[src/hw/adm_consts.svh]
// constants of the identification, status and input selector registers
// assumes: 8-bit registers behind a register read/write command port
`ifndef ADM_CONSTS_SVH
`define ADM_CONSTS_SVH

////////////////////////////////////////////////////////////////////////////////
// register offsets (5-bit address space of the whole configuration map)
`define ADM_ADDR_W          5
`define ADM_ADDR_IDENTITY   5'h00
`define ADM_ADDR_FLAGS      5'h01
`define ADM_ADDR_SELECTOR   5'h02

////////////////////////////////////////////////////////////////////////////////
// reset values
`define ADM_FLAGS_RESET     8'h80
`define ADM_SELECTOR_RESET  8'h01

////////////////////////////////////////////////////////////////////////////////
// field positions
`define ADM_MODEL_MSB       2
`define ADM_MODEL_LSB       0
`define ADM_RSVD_MSB        7
`define ADM_RSVD_LSB        3
`define ADM_POR_BIT         7
`define ADM_NOT_READY_BIT   6
`define ADM_RAIL_MSB        5
`define ADM_RAIL_LSB        2
`define ADM_THIRD_BIT       1
`define ADM_MISSING_BIT     0
`define ADM_POS_SEL_MSB     7
`define ADM_POS_SEL_LSB     4
`define ADM_NEG_SEL_MSB     3
`define ADM_NEG_SEL_LSB     0

////////////////////////////////////////////////////////////////////////////////
// input selector codes
`define ADM_LAST_AIN_CODE   4'hb
`define ADM_COMMON_CODE     4'hc

`endif

[src/hw/adm_pkg.sv]
// types shared by the register bank and its monitor front end
// assumes: nothing beyond the constants header
package adm_pkg;

    // decoded form of one four-bit input selector field
    typedef struct packed {
        logic [11:0] ain_onehot;
        logic        common;
        logic        reserved;
    } adm_sel_dec_s;

    // whole state of the register bank
    typedef struct packed {
        logic         por_flag;
        logic [7:0]   selector;
        logic [7:0]   rd_data;
        logic         rd_valid;
        adm_sel_dec_s pos_dec;
        adm_sel_dec_s neg_dec;
    } adm_bank_s;

    // whole state of the monitor synchroniser
    typedef struct packed {
        logic [6:0] stage1;
        logic [6:0] stage2;
    } adm_sync_s;

endpackage : adm_pkg

[src/hw/adm_mon_if.sv]
// carrier of the synchronised monitor flags, enable-gated except not_ready
// assumes: one clock domain on both sides
interface adm_mon_if;
    logic [3:0] rail_flags;
    logic       ref_below_third_flag;
    logic       ref_missing_flag;
    logic       not_ready;

    modport src (
        output rail_flags,
        output ref_below_third_flag,
        output ref_missing_flag,
        output not_ready
    );
    modport snk (
        input rail_flags,
        input ref_below_third_flag,
        input ref_missing_flag,
        input not_ready
    );
endinterface : adm_mon_if

[src/hw/adm_regs.sv]
// identification, status and input selector registers of the converter
// assumes: a command decoder upstream turns serial register read and write
// commands into one-cycle requests on clock_in; analog monitors are asynchronous
`include "adm_consts.svh"

// Contract
// - the identification register is read-only, model code in bits 2:0, reserved bits 7:3.
// - the power-on flag in status bit 7 is set by every reset and cleared only by writing zero to it.
// - status bit 6 reads one while start-up is unfinished and zero once communication is possible.
// - status bits 5 to 2 are read-only flags, each one while its amplifier output is near a supply rail.
// - status bit 1 is set while the external reference is below a third of the analog supply span.
// - status bit 0 is set while the external reference is below 0.3 V and clear otherwise.
// - amplifier rail flags are reported only while the rail monitor enable is set.
// - both reference flags are gated by the two-bit reference monitor enable.
// - the status register sits at address 1 and resets to 80 hex.
// - the input selector sits at address 2, resets to 01 hex, positive code in 7:4 and negative in 3:0.
// - selector codes 0 to 11 pick analog inputs 0 to 11, code 12 the common input, others are reserved.
// - registers are reached by read and write commands and return to defaults on reset.
module adm_regs
    import adm_pkg::*;
#(
    parameter logic [2:0] MODEL_CODE    = 3'h6,  // arbitrary value
    parameter logic [4:0] RESERVED_BITS = 5'h00  // arbitrary value
) (
    input  wire logic                   clock_in,
    input  wire logic                   reset_n_in,
    // register command port
    input  wire logic                   cmd_valid_in,
    input  wire logic                   cmd_write_in,
    input  wire logic [`ADM_ADDR_W-1:0] cmd_addr_in,
    input  wire logic [7:0]             cmd_wdata_in,
    output logic                        rd_valid_out,
    output logic [7:0]                  rd_data_out,
    // analog monitor levels
    input  wire logic [3:0]             rail_near_in,
    input  wire logic                   ref_below_third_in,
    input  wire logic                   ref_missing_in,
    input  wire logic                   startup_done_in,
    // enables held by neighbouring registers
    input  wire logic                   rail_monitor_enable_in,
    input  wire logic [1:0]             ref_monitor_enable_in,
    // register contents towards the analog front end
    output logic                        power_on_event_flag_out,
    output logic [3:0]                  positive_input_select_out,
    output logic [3:0]                  negative_input_select_out,
    output logic [11:0]                 positive_ain_onehot_out,
    output logic                        positive_common_out,
    output logic                        positive_reserved_out,
    output logic [11:0]                 negative_ain_onehot_out,
    output logic                        negative_common_out,
    output logic                        negative_reserved_out
);

    ////////////////////////////////////////////////////////////////////////////
    // monitor front end

    adm_mon_if mon_bus ();

    adm_monitor_sync u_monitor (
        .clock_in               (clock_in),
        .reset_n_in             (reset_n_in),
        .rail_near_in           (rail_near_in),
        .ref_below_third_in     (ref_below_third_in),
        .ref_missing_in         (ref_missing_in),
        .startup_done_in        (startup_done_in),
        .rail_monitor_enable_in (rail_monitor_enable_in),
        .ref_monitor_enable_in  (ref_monitor_enable_in),
        .mon                    (mon_bus.src)
    );

    ////////////////////////////////////////////////////////////////////////////
    // helpers

    // one selector field to one-hot input, common and reserved indications
    function automatic adm_sel_dec_s decode_sel(input logic [3:0] code);
        adm_sel_dec_s d;
        d = '0;
        if (code <= `ADM_LAST_AIN_CODE) begin
            d.ain_onehot = 12'h001 << code;
        end else if (code == `ADM_COMMON_CODE) begin
            d.common = 1'b1;
        end else begin
            d.reserved = 1'b1;
        end
        return d;
    endfunction : decode_sel

    // live view of the status register
    function automatic logic [7:0] status_view(input logic por, input logic not_ready,
                                               input logic [3:0] rail, input logic third,
                                               input logic missing);
        logic [7:0] v;
        v                                   = 8'h00;
        v[`ADM_POR_BIT]                     = por;
        v[`ADM_NOT_READY_BIT]               = not_ready;
        v[`ADM_RAIL_MSB:`ADM_RAIL_LSB]      = rail;
        v[`ADM_THIRD_BIT]                   = third;
        v[`ADM_MISSING_BIT]                 = missing;
        return v;
    endfunction : status_view

    ////////////////////////////////////////////////////////////////////////////
    // state

    // reset images held as sized constants so the reset branch needs no casts
    localparam logic [7:0] SEL_RESET = `ADM_SELECTOR_RESET;
    localparam logic [7:0] FLAGS_RST = `ADM_FLAGS_RESET;

    adm_bank_s  st;
    adm_bank_s  next_st;
    logic [7:0] identity_value;
    logic [7:0] status_value;
    logic       wr_req;
    logic       rd_req;

    always_comb begin
        identity_value                               = 8'h00;
        identity_value[`ADM_MODEL_MSB:`ADM_MODEL_LSB] = MODEL_CODE;
        identity_value[`ADM_RSVD_MSB:`ADM_RSVD_LSB]   = RESERVED_BITS;
    end

    // status word is assembled live; a read captures it at the request edge
    assign status_value = status_view(st.por_flag, mon_bus.not_ready, mon_bus.rail_flags,
                                      mon_bus.ref_below_third_flag, mon_bus.ref_missing_flag);
    assign wr_req = cmd_valid_in & cmd_write_in;
    assign rd_req = cmd_valid_in & ~cmd_write_in;

    always_comb begin
        next_st          = st;
        next_st.rd_valid = 1'b0;
        // writes: only the power-on flag and the selector can be changed
        if (wr_req) begin
            case (cmd_addr_in)
                `ADM_ADDR_FLAGS: begin
                    // a one written to the flag leaves it as it is; bits 6:0 ignored
                    next_st.por_flag = st.por_flag & cmd_wdata_in[`ADM_POR_BIT];
                end
                `ADM_ADDR_SELECTOR: begin
                    next_st.selector = cmd_wdata_in;
                end
                default: begin
                    // identification and unmapped addresses take no write
                    next_st.selector = st.selector;
                end
            endcase
        end
        // reads: answer one cycle after the request
        if (rd_req) begin
            next_st.rd_valid = 1'b1;
            case (cmd_addr_in)
                `ADM_ADDR_IDENTITY: next_st.rd_data = identity_value;
                `ADM_ADDR_FLAGS:    next_st.rd_data = status_value;
                `ADM_ADDR_SELECTOR: next_st.rd_data = st.selector;
                default:            next_st.rd_data = 8'h00;
            endcase
        end
        // decode the selector value that is about to be held
        next_st.pos_dec = decode_sel(next_st.selector[`ADM_POS_SEL_MSB:`ADM_POS_SEL_LSB]);
        next_st.neg_dec = decode_sel(next_st.selector[`ADM_NEG_SEL_MSB:`ADM_NEG_SEL_LSB]);
    end

    always_ff @(posedge clock_in) begin
        if (!reset_n_in) begin
            // every reset counts as a power-on event
            st          <= '0;
            st.por_flag <= FLAGS_RST[`ADM_POR_BIT];
            st.selector <= SEL_RESET;
            st.pos_dec  <= decode_sel(SEL_RESET[`ADM_POS_SEL_MSB:`ADM_POS_SEL_LSB]);
            st.neg_dec  <= decode_sel(SEL_RESET[`ADM_NEG_SEL_MSB:`ADM_NEG_SEL_LSB]);
        end else begin
            st <= next_st;
        end
    end

    ////////////////////////////////////////////////////////////////////////////
    // outputs

    // everything towards host and front end comes straight from flops
    assign rd_valid_out              = st.rd_valid;
    assign rd_data_out               = st.rd_data;
    assign power_on_event_flag_out   = st.por_flag;
    assign positive_input_select_out = st.selector[`ADM_POS_SEL_MSB:`ADM_POS_SEL_LSB];
    assign negative_input_select_out = st.selector[`ADM_NEG_SEL_MSB:`ADM_NEG_SEL_LSB];
    assign positive_ain_onehot_out   = st.pos_dec.ain_onehot;
    assign positive_common_out       = st.pos_dec.common;
    assign positive_reserved_out     = st.pos_dec.reserved;
    assign negative_ain_onehot_out   = st.neg_dec.ain_onehot;
    assign negative_common_out       = st.neg_dec.common;
    assign negative_reserved_out     = st.neg_dec.reserved;
endmodule : adm_regs

[src/hw/adm_monitor_sync.sv]
// synchroniser and enable gating for the analog monitor comparators
// assumes: comparator and start-up levels arrive asynchronously; enables come
// from registers on clock_in
module adm_monitor_sync
    import adm_pkg::*;
(
    input  wire logic       clock_in,
    input  wire logic       reset_n_in,
    input  wire logic [3:0] rail_near_in,
    input  wire logic       ref_below_third_in,
    input  wire logic       ref_missing_in,
    input  wire logic       startup_done_in,
    input  wire logic       rail_monitor_enable_in,
    input  wire logic [1:0] ref_monitor_enable_in,
    adm_mon_if.src          mon
);

    adm_sync_s st;
    adm_sync_s next_st;

    ////////////////////////////////////////////////////////////////////////////
    // two flops per level; stage1 feeds stage2 only
    always_comb begin
        next_st        = st;
        next_st.stage1 = {startup_done_in, rail_near_in, ref_below_third_in, ref_missing_in};
        next_st.stage2 = st.stage1;
    end

    always_ff @(posedge clock_in) begin
        if (!reset_n_in) begin
            st <= '0;
        end else begin
            st <= next_st;
        end
    end

    ////////////////////////////////////////////////////////////////////////////
    // gating: the comparators may toggle while disabled, flags must not
    always_comb begin
        mon.rail_flags           = rail_monitor_enable_in ? st.stage2[5:2] : 4'h0;
        mon.ref_below_third_flag = ref_monitor_enable_in[1] & st.stage2[1];
        mon.ref_missing_flag     = (|ref_monitor_enable_in) & st.stage2[0];
        mon.not_ready            = ~st.stage2[6];
    end
endmodule : adm_monitor_sync

[config.mk]
export PLATFORM = sky130hd
export DESIGN_NAME = adm_regs
export DESIGN_NICKNAME = d
export VERILOG_FILES = /design/src/hw/adm_pkg.sv /design/src/hw/adm_mon_if.sv /design/src/hw/adm_regs.sv /design/src/hw/adm_monitor_sync.sv
export VERILOG_INCLUDE_DIRS = /design/src /design/src/hw
export SDC_FILE = /design/constraint.sdc
export NUM_CORES = 1
export LEC_CHECK = 0
export ABC_AREA = 1
export BUFFER_PORTS_ARGS = -buffer_cell sky130_fd_sc_hd__buf_2
export CELL_PAD_IN_SITES_DETAIL_PLACEMENT = 0
export CELL_PAD_IN_SITES_GLOBAL_PLACEMENT = 1
export CORE_MARGIN = 4
export CORE_UTILIZATION = 38
export CTS_CLUSTER_DIAMETER = 200
export DETAILED_ROUTE_END_ITERATION = 7
export HOLD_SLACK_MARGIN = 0.15
export MAX_ROUTING_LAYER = met4
export PLACE_DENSITY_LB_ADDON = 0.1
export SLEW_MARGIN = 20
export SYNTH_ARGS = -nofsm -noshare
export SYNTH_HDL_FRONTEND = slang
export SYNTH_HIERARCHICAL = 1
export SYNTH_SLANG_ARGS = --single-unit
[constraint.sdc]
create_clock -name clock_in -period 2.4 [get_ports clock_in]
set_input_delay 0.36 -clock clock_in [delete_from_list [all_inputs] [get_ports clock_in]]
set_output_delay 0.36 -clock clock_in [all_outputs]
set_load 0.03 [all_outputs]
# Word-level counts from Yosys, hierarchy flattened
# Cells that the tools add are included.
dict set report classes {
  n_lt_le_gt_ge 2
  reduce_logical 7
  bitwise 8
  shift 2
  muxes 11
  n_eq_ne 4
}
# operator n
set op_table {}
lappend op_table {{$pmux W8 S3} 1}
lappend op_table {{$shl A1 B4 Y12 const A} 2}
lappend op_table {{$mux W8} 2}
lappend op_table {{$eq A4 B4 Y1 const B} 2}
lappend op_table {{$le A4 B4 Y1 const B} 2}
lappend op_table {{$mux W1} 6}
lappend op_table {{$reduce_and A2 Y1} 3}
lappend op_table {{$reduce_or A2 Y1} 3}
lappend op_table {{$and A1 B1 Y1} 5}
lappend op_table {{$eq A5 B1 Y1 const B} 1}
lappend op_table {{$eq A5 B2 Y1 const B} 1}
lappend op_table {{$logic_not A5 Y1} 1}
lappend op_table {{$mux W4} 1}
lappend op_table {{$not A1 Y1} 3}
lappend op_table {{$mux W2} 1}
dict set report totals {
  elab_cells 48
  ff_bits 60
}

# Logic depth before layout (Yosys ltp)
# Gate-level depths: netlist (run 1).
dict set report depth {
  word_depth 5
  mapped_depth 9
}

# Cells and area by module
# Netlist (run 1), hierarchy kept.
# mod n_inst cells_per_inst seq_area_each_um2 area_per_inst_um2
set by_module_without_submodules {}
lappend by_module_without_submodules {adm_regs 1 225 920.9 1803.0}
lappend by_module_without_submodules {adm_monitor_sync 1 57 280.3 449.2}

# Worst setup path before layout (run 1)
# Ideal clock, no wire load.
dict set report synth_timing {
  path_kind {input to register}
  startpoint {in cmd_addr_in[3]}
  endpoint {reg st (netlist bit negative_ain_onehot_out[4])}
  path_stages 8
  arrival_ps 1211
  path_slack_ps 1076
  path_buffers 0
  cell_sequence {nor2_4 -> nand2_1 -> nor2_4 -> nand3_1 -> nand2_4 -> nor2_4 -> nand2_2 -> nor2_2}
}
dict set report synth_between {
  elab_chain_cells 5
}
# element line_no
set synth_lines {}
lappend synth_lines {{start, declared} adm_regs.sv:30} ;# input wire logic [`ADM_ADDR_W-1:0] cmd_addr_in,
lappend synth_lines {{$eq A5 B2 Y1 (*)} adm_regs.sv:133} ;# case (cmd_addr_in)
lappend synth_lines {{$mux W8 (*)} adm_regs.sv:133}
lappend synth_lines {{$mux W8 (*)} adm_regs.sv:132} ;# if (wr_req) begin
lappend synth_lines {{$le A4 B4 Y1 (no line)} --}
lappend synth_lines {{$reduce_and A2 Y1 (no line)} --}
lappend synth_lines {{end signal, assigned} adm_regs.sv:171} ;# st <= next_st;
lappend synth_lines {{end, declared} adm_regs.sv:109} ;# adm_bank_s st;
# Every way passes the cells marked *; elsewhere a longest branch is shown, timed or not.
# A chain may end at the register's enable or synchronous reset.

# Worst setup path in the final report (run 1)
dict set report layout_timing {
  startpoint {in cmd_addr_in[3]}
  endpoint {reg st (netlist bit positive_ain_onehot_out[1])}
}
# The elaborated chain is that of the path after synthesis.

==> results.ini, run 1 <==
[pwr]
p_leak_nw=1.56
cellPowerDensity_nw_per_um2=743
max-vdd-ir-drop_uv=411
seq_power_share_pct=46.8
clockPowerShare_pct=48.2
swShare_pct=21.0
p_switching_w=0.000454
p_int_w=0.00171
combinationalPowerShare_pct=5.0

[synthesis]
synth_flop_cell=dfxtp_1
synth_top_area_share_pct=53.3
postSynthAreaPerCell_sq_um=7.99
yosysWarnings=6
synth_edf_count=0
syn_area_sq_um=2250
ys_async_sr_fraction_pct=0
syn_nets=309
yosysTopAreaCell=dfxtp_1
syn_inst=282
ys_ff_latch=60
netlist_top_cells_area=dfxtp_1 53%, nand2_1 11%, inv_1 8.5%, nor2_1 4.8%, nand3_1 3.6%
synth_seq_area_share_pct=53.3
synth_cell_types=26

[clocking]
clk_path_buf_depth=2
clock-root-buffer=clkbuf_8
clk_latency_ps=330
clock-sinks=60
cts_max_level=3
cts_setup_buffers=0
cts.repair.resized=0
cts_buffers=9
cts-hold-fix-buffers=0
cts_tree=done
clk_pin_slew_ps=70

[worst_setup_path]
critPathTopFamily=simple AND/OR/NAND/NOR gates
ff2ff_path_depth=6
reg2reg_to=rd_data_out[1]
path_depth=8
required_ps=2670
rrSetupSlack_ps=1410
crit_path_max_fanout=6
max_stage_delay_ps=220
worst_setup_path_end_kind=flop
cpMostUsedCell=nand2_1
slowest_stage=nor2_4
start_kind=input port
r2r-start=u_monitor/st[1]
cp.arrival_ps=1530
path_cells=buf_2, nor2_4, nand2_1, nor2_4, nand3_1, nand2_1, nand2_1, nor2_1
critPathKind=input port to flop
critPathBufInv=1

[placement]
placed_cell_area_sq_um=2680
port-buffer-count=72
globalplace.congestion=0.840
post-dp-hpwl_um=3790

[cells_and_area]
drive_gt1_share_pct=32.7
fin_area_sq_um=2920
final_util_pct=51.7
fillers=583
area_growth_pct=29.4
antennaDiodeCount=0
layout_common_cells=72 x buf_2, 68 x nand2_1, 60 x dfxtp_1
final_common_cell=buf_2
nets=389

[detailed_routing]
ant_nets=0
wl_met3_um=391
drtPass1Iterations=4
wl_met2_um=2270
vias=1898
drt_wl_total_um=5140
drtIter0Drc=94
viasPerCell=4.32
routed.top_layer=met4
wire_per_inst_um=11.7
drc_errors=0
m1WireLength_um=2370

[timing]
relSlewSlack_pct=62.6
skew_ps=4.43
holdWs_ps=199
slew_violations=0
setup_viol=0
finalHoldViolations=0
tightest_slew_ps=561
fmax_mhz=791
finalCritPeriodShare_pct=52.7
fin_tns_setup_ps=0
rsz0062_at_grt=false
fin_crit_ps=1260

[min_path]
hp-class=input port to flop
hp-start=ref_missing_in
min_to=u_monitor/next_st[0]
hold_depth=3

[die]
row_count=27
dieWidth_um=85.0
core_area_sq_um=5640
ios=73
dieArea_sq_um=7220
die_h_um=85.0
initial_core_util_pct=39.9

[job]
cap_violations=0

[grt]
grt_pass1_wl_um=8310
antenna_found_initial=0
grt_pass1_vias=1804
track_usage_pct=15.4
grt_max_degree=16
overflow=0

[status]
status=completed

registers in the layout, summed over array words and instances (netlist names):
register,flops
rd_valid_out,1
rd_data_out,8
negative_reserved_out,1
positive_ain_onehot_out,12
negative_ain_onehot_out,12
positive_common_out,1
positive_input_select_out,4
negative_common_out,1
u_monitor/next_st,7
positive_reserved_out,1
negative_input_select_out,4
power_on_event_flag_out,1
u_monitor/st,7
power by group through the flow:
| stage | registers (W) | logic, W | clock network, W |
|---|---|---|---|
| after floorplan | 0.00104 | 0.0000560 | 0 |
| after global placement | 0.00104 | 0.000109 | 0 |
| after detailed placement | 0.00104 | 0.000108 | 0 |
| after CTS | 0.00101 | 0.000109 | 0.00107 |
| after global routing | 0.00102 | 0.000122 | 0.00112 |
| final | 0.00101 | 0.000108 | 0.00104 |
worst max path at each step:
stage | from | endpoint | slack (ps)
6_report | cmd_addr_in[3] | positive_ain_onehot_out[1] | 1140
5_1_grt | cmd_addr_in[3] | positive_ain_onehot_out[2] | 980
4_1_cts | negative_input_select_out[0] | negative_input_select_out[0] | 1120
3_5_place_dp | cmd_addr_in[3] | negative_ain_onehot_out[6] | 770
3_3_place_gp | cmd_addr_in[3] | negative_ain_onehot_out[4] | 790
2_1_floorplan | cmd_addr_in[3] | negative_ain_onehot_out[4] | 1080
through the flow:
| stage | setup slack, ps | power (W) | cells |
|---|---|---|---|
| after floorplan | 1080 | 0.00110 | 282 |
| after global placement | 788 | 0.00115 | 423 |
| after detailed placement | 774 | 0.00115 | 423 |
| after CTS | 1120 | 0.00219 | 439 |
| after global routing | 979 | 0.00225 | 439 |
| final | 1140 | 0.00217 | 439 |
area by class of cell:
class                      instances  area, sq um  share of cell area [%]
timing repair buffer              73          368                    12.6
tap                               72         90.1                    3.09
clock inverter                     4         70.1                    2.40
sequential                        60         1200                    41.2
multi-input combinational        163          813                    27.9
inverter                          55          208                    7.12
clock buffer                      12          165                    5.67
cells in the mapped netlist, types with 3 or more instances:
library cell / number
dfxtp_1: 60
nor2_4: 5
a21oi_1: 8
o22ai_1: 6
o21ai_0: 3
inv_1: 51
nand3_1: 16
nand2_2: 9
nand2_1: 68
nor2_2: 7
nor2_1: 29
cell families (layout without fill, tap and decap cells):
group / after synthesis / after routing / share of synthesized area [%]
and+or+nand+nor: 142 / 142 / 30.6
buffers and inverters: 59 / 144 / 10.6
DFF: 60 / 60 / 53.3
AOI/OAI and AO/OA: 21 / 21 / 5.56
routing by layer:
metal / GRT usage, % / up-vias
met5: - / -
met4: 6.91 / 0
met3: 5.53 / 11
met2: 22.9 / 54
met1: 18.7 / 823
li1: - / 1010
worst register-to-register path, delay by kind of cell (launching register included):
| kind | cells | cell delay, ps |
|---|---|---|
| AO/OA/AOI/OAI | 3 | 390 |
| flip-flops | 1 | 300 |
| AND/OR/NAND/NOR | 2 | 130 |
| buffers and inverters | 1 | 30 |
(Power assumes the default switching activity.)
==> inputs of run 2 (changes only) <==
--- a/config.mk
+++ b/config.mk
@@ -6,7 +6,7 @@
 export SDC_FILE = /design/constraint.sdc
 export NUM_CORES = 1
 export LEC_CHECK = 0
-export ABC_AREA = 1
+export ABC_AREA = 0
 export BUFFER_PORTS_ARGS = -buffer_cell sky130_fd_sc_hd__buf_2
 export CELL_PAD_IN_SITES_DETAIL_PLACEMENT = 0
 export CELL_PAD_IN_SITES_GLOBAL_PLACEMENT = 1
==> constraint.sdc (replaced) <==
create_clock -name clock_in -period 1.2 [get_ports clock_in]
set_input_delay 0.18 -clock clock_in [delete_from_list [all_inputs] [get_ports clock_in]]
set_output_delay 0.18 -clock clock_in [all_outputs]
set_load 0.03 [all_outputs]
==> run 2 against run 1 <==
Critical path depth decreased by 5. Sequential share of layout area down 7.5 points. Power up 100%. Register-to-register slack worse by 1400 ps. First-iteration DRC count is 4.3% higher. Worst hold slack got worse by 31 ps. Critical endpoint is now positive_ain_onehot_out[0].
==> results.ini, run 2 <==
[cells_and_area]
drive_gt1_share_pct=39.4
register_area_sq_um=1230
fillers=611
multiInputGateArea_sq_um=1210
nets=413
layout_common_cells=64 x buf_2, 52 x dfxtp_1, 34 x buf_4
antennaDiodeCount=0
final_common_cell=buf_2
area_growth_pct=44.0

[worst_setup_path]
slowest_stage=or4_1
max_stage_delay_ps=530
path_cells=or4_1, a21oi_2, a311o_1
critPathKind=flop to flop
reg2reg_to=positive_ain_onehot_out[0]
start_kind=flop
ff2ff_path_depth=3
rrSetupSlack_ps=30
required_ps=1490
cp.arrival_ps=1470
r2r-start=positive_input_select_out[2]
worst_setup_path_end_kind=flop
crit_path_max_fanout=3

[timing]
fin_tns_setup_ps=0
holdWs_ps=169
finalHoldViolations=0
setup_viol=0
fmax_mhz=852
relSlewSlack_pct=76.9
skew_ps=8.89
layout_setup_ws_ps=26.1
finalCritPeriodShare_pct=97.8
slew_violations=0
tightest_slew_ps=346
fin_crit_ps=1170

[die]
row_count=29
dieArea_sq_um=8020
dieWidth_um=89.6
initial_core_util_pct=39.6
core_area_sq_um=6390
ios=73
die_h_um=89.6

[min_path]
hp-class=input port to flop
hold_depth=3
hp-start=cmd_write_in
min_to=power_on_event_flag_out

[detailed_routing]
drtIter0Drc=98
drt_wl_total_um=6720
viasPerCell=5.13
drc_errors=0
wire_per_inst_um=14.3
vias=2400
drtPass1Iterations=4
ant_nets=0

[pwr]
combinationalPowerShare_pct=7.9
swShare_pct=23.0
max-vdd-ir-drop_uv=952
p_int_w=0.00339
seq_power_share_pct=45.6
clockPowerShare_pct=46.4
cellPowerDensity_nw_per_um2=1210
p_leak_nw=1.55
p_switching_w=0.00101

[synthesis]
synth_seq_area_share_pct=47.5
syn_inst=272
yosysWarnings=6
synth_cell_types=39
postSynthAreaPerCell_sq_um=9.29
synth_commonest_cells=60 x dfxtp_1, 27 x nand4_1, 23 x o21ai_0, 18 x nand2_1, 16 x nand3_1
ys_ff_latch=60
yosysTopAreaCell=dfxtp_1
synth_top_area_share_pct=47.5
ys_async_sr_fraction_pct=0
netlist_top_cells_area=dfxtp_1 48%, nand4_1 6.7%, o21ai_0 4.6%, mux2i_1 4.0%, nor2b_1 3.2%
synth_edf_count=0
yosysMostFrequentCell=dfxtp_1
syn_area_sq_um=2530
synth_flop_cell=dfxtp_1
syn_nets=299

[grt]
overflow=0
antenna_found_initial=0
grt_pass1_wl_um=11300
track_usage_pct=18.9
grt_pass1_vias=2393
grt_max_degree=25

[placement]
globalplace.congestion=0.865
port-buffer-count=72
pre_cts_ws_ps=-128
post-dp-hpwl_um=4790

[clocking]
cts_tree=done
clock-root-buffer=clkbuf_8
cts_buffers=9
clk_path_buf_depth=2
clk_latency_ps=350
cts_max_level=3
clk_pin_slew_ps=70
clock-sinks=60

[job]
cap_violations=0

[status]
status=completed

run 2: per-stage QoR:
step | cell area [sq um] | instances | utilization (%) | power (W)
floorplan | 2570 | 272 | - | 0.00221
global placement | 3140 | 433 | 49.2 | 0.00237
detailed placement | 3140 | 433 | 49.2 | 0.00237
CTS | 3570 | 466 | 55.9 | 0.00446
global route | 3640 | 468 | 57.0 | 0.00459
finish | 3640 | 468 | 57.0 | 0.00441
run 2: what timing repair did:
item / CTS / global route
setup endpoints to repair: 8 / 22
setup buffers: 3 / 2
endpoints found under the hold margin: 14 / 0
hold buffers: 14 / 0
resized for setup: 17 / 17
gates cloned: 0 / 0
run 2: power groups by stage:
stage               Clock [W]  Combinational, W  Sequential (W)
floorplan                   0          0.000137         0.00208
global placement            0          0.000305         0.00207
detailed placement          0          0.000306         0.00207
CTS                   0.00211          0.000343         0.00201
global route          0.00219          0.000385         0.00201
finish                0.00205          0.000350         0.00201
run 2: layer usage:
metal,vias up,share of wire [%],track usage (%)
met5,-,0,-
met4,0,1.2,5.41
met3,9,6.7,6.45
met2,78,50,31.4
met1,1092,42,21.5
li1,1221,-,-
run 2: kinds of logic (layout without fill, tap and decap cells):
family	after synthesis	in the layout	synth area share, %
mux	10	10	3.96
simple gates	120	120	28.6
buf+inv	26	145	5.79
compound gates	56	56	14.1
flops	60	60	47.5
run 2: worst max-delay path by stage:
| stage | from | cells past startpoint | slack (ps) | endpoint |
|---|---|---|---|---|
| 2_1_floorplan | positive_input_select_out[2] | 4 | -90 | positive_ain_onehot_out[0] |
| 3_3_place_gp | reset_n_in | 5 | -110 | rd_data_out[5] |
| 3_5_place_dp | cmd_addr_in[3] | 5 | -130 | positive_ain_onehot_out[8] |
| 4_1_cts | positive_input_select_out[2] | 3 | 1 | positive_ain_onehot_out[0] |
| 5_1_grt | negative_input_select_out[1] | 4 | -6 | negative_ain_onehot_out[1] |
| 6_report | positive_input_select_out[2] | 3 | 30 | positive_ain_onehot_out[0] |
run 2: critical path: cells and delay by family (launching register included):
family	cells	cell delay, ps
simple gates	1	530
flops	1	350
compound gates	2	240
run 2: cell type report:
cell class	count	area share (%)
clock inverters	6	2.41
repair buffers	124	23.7
flip-flops and latches	60	33.7
multi-input cells	186	33.3
clock buffers	10	3.78
well taps	77	2.65
inverters	5	0.516
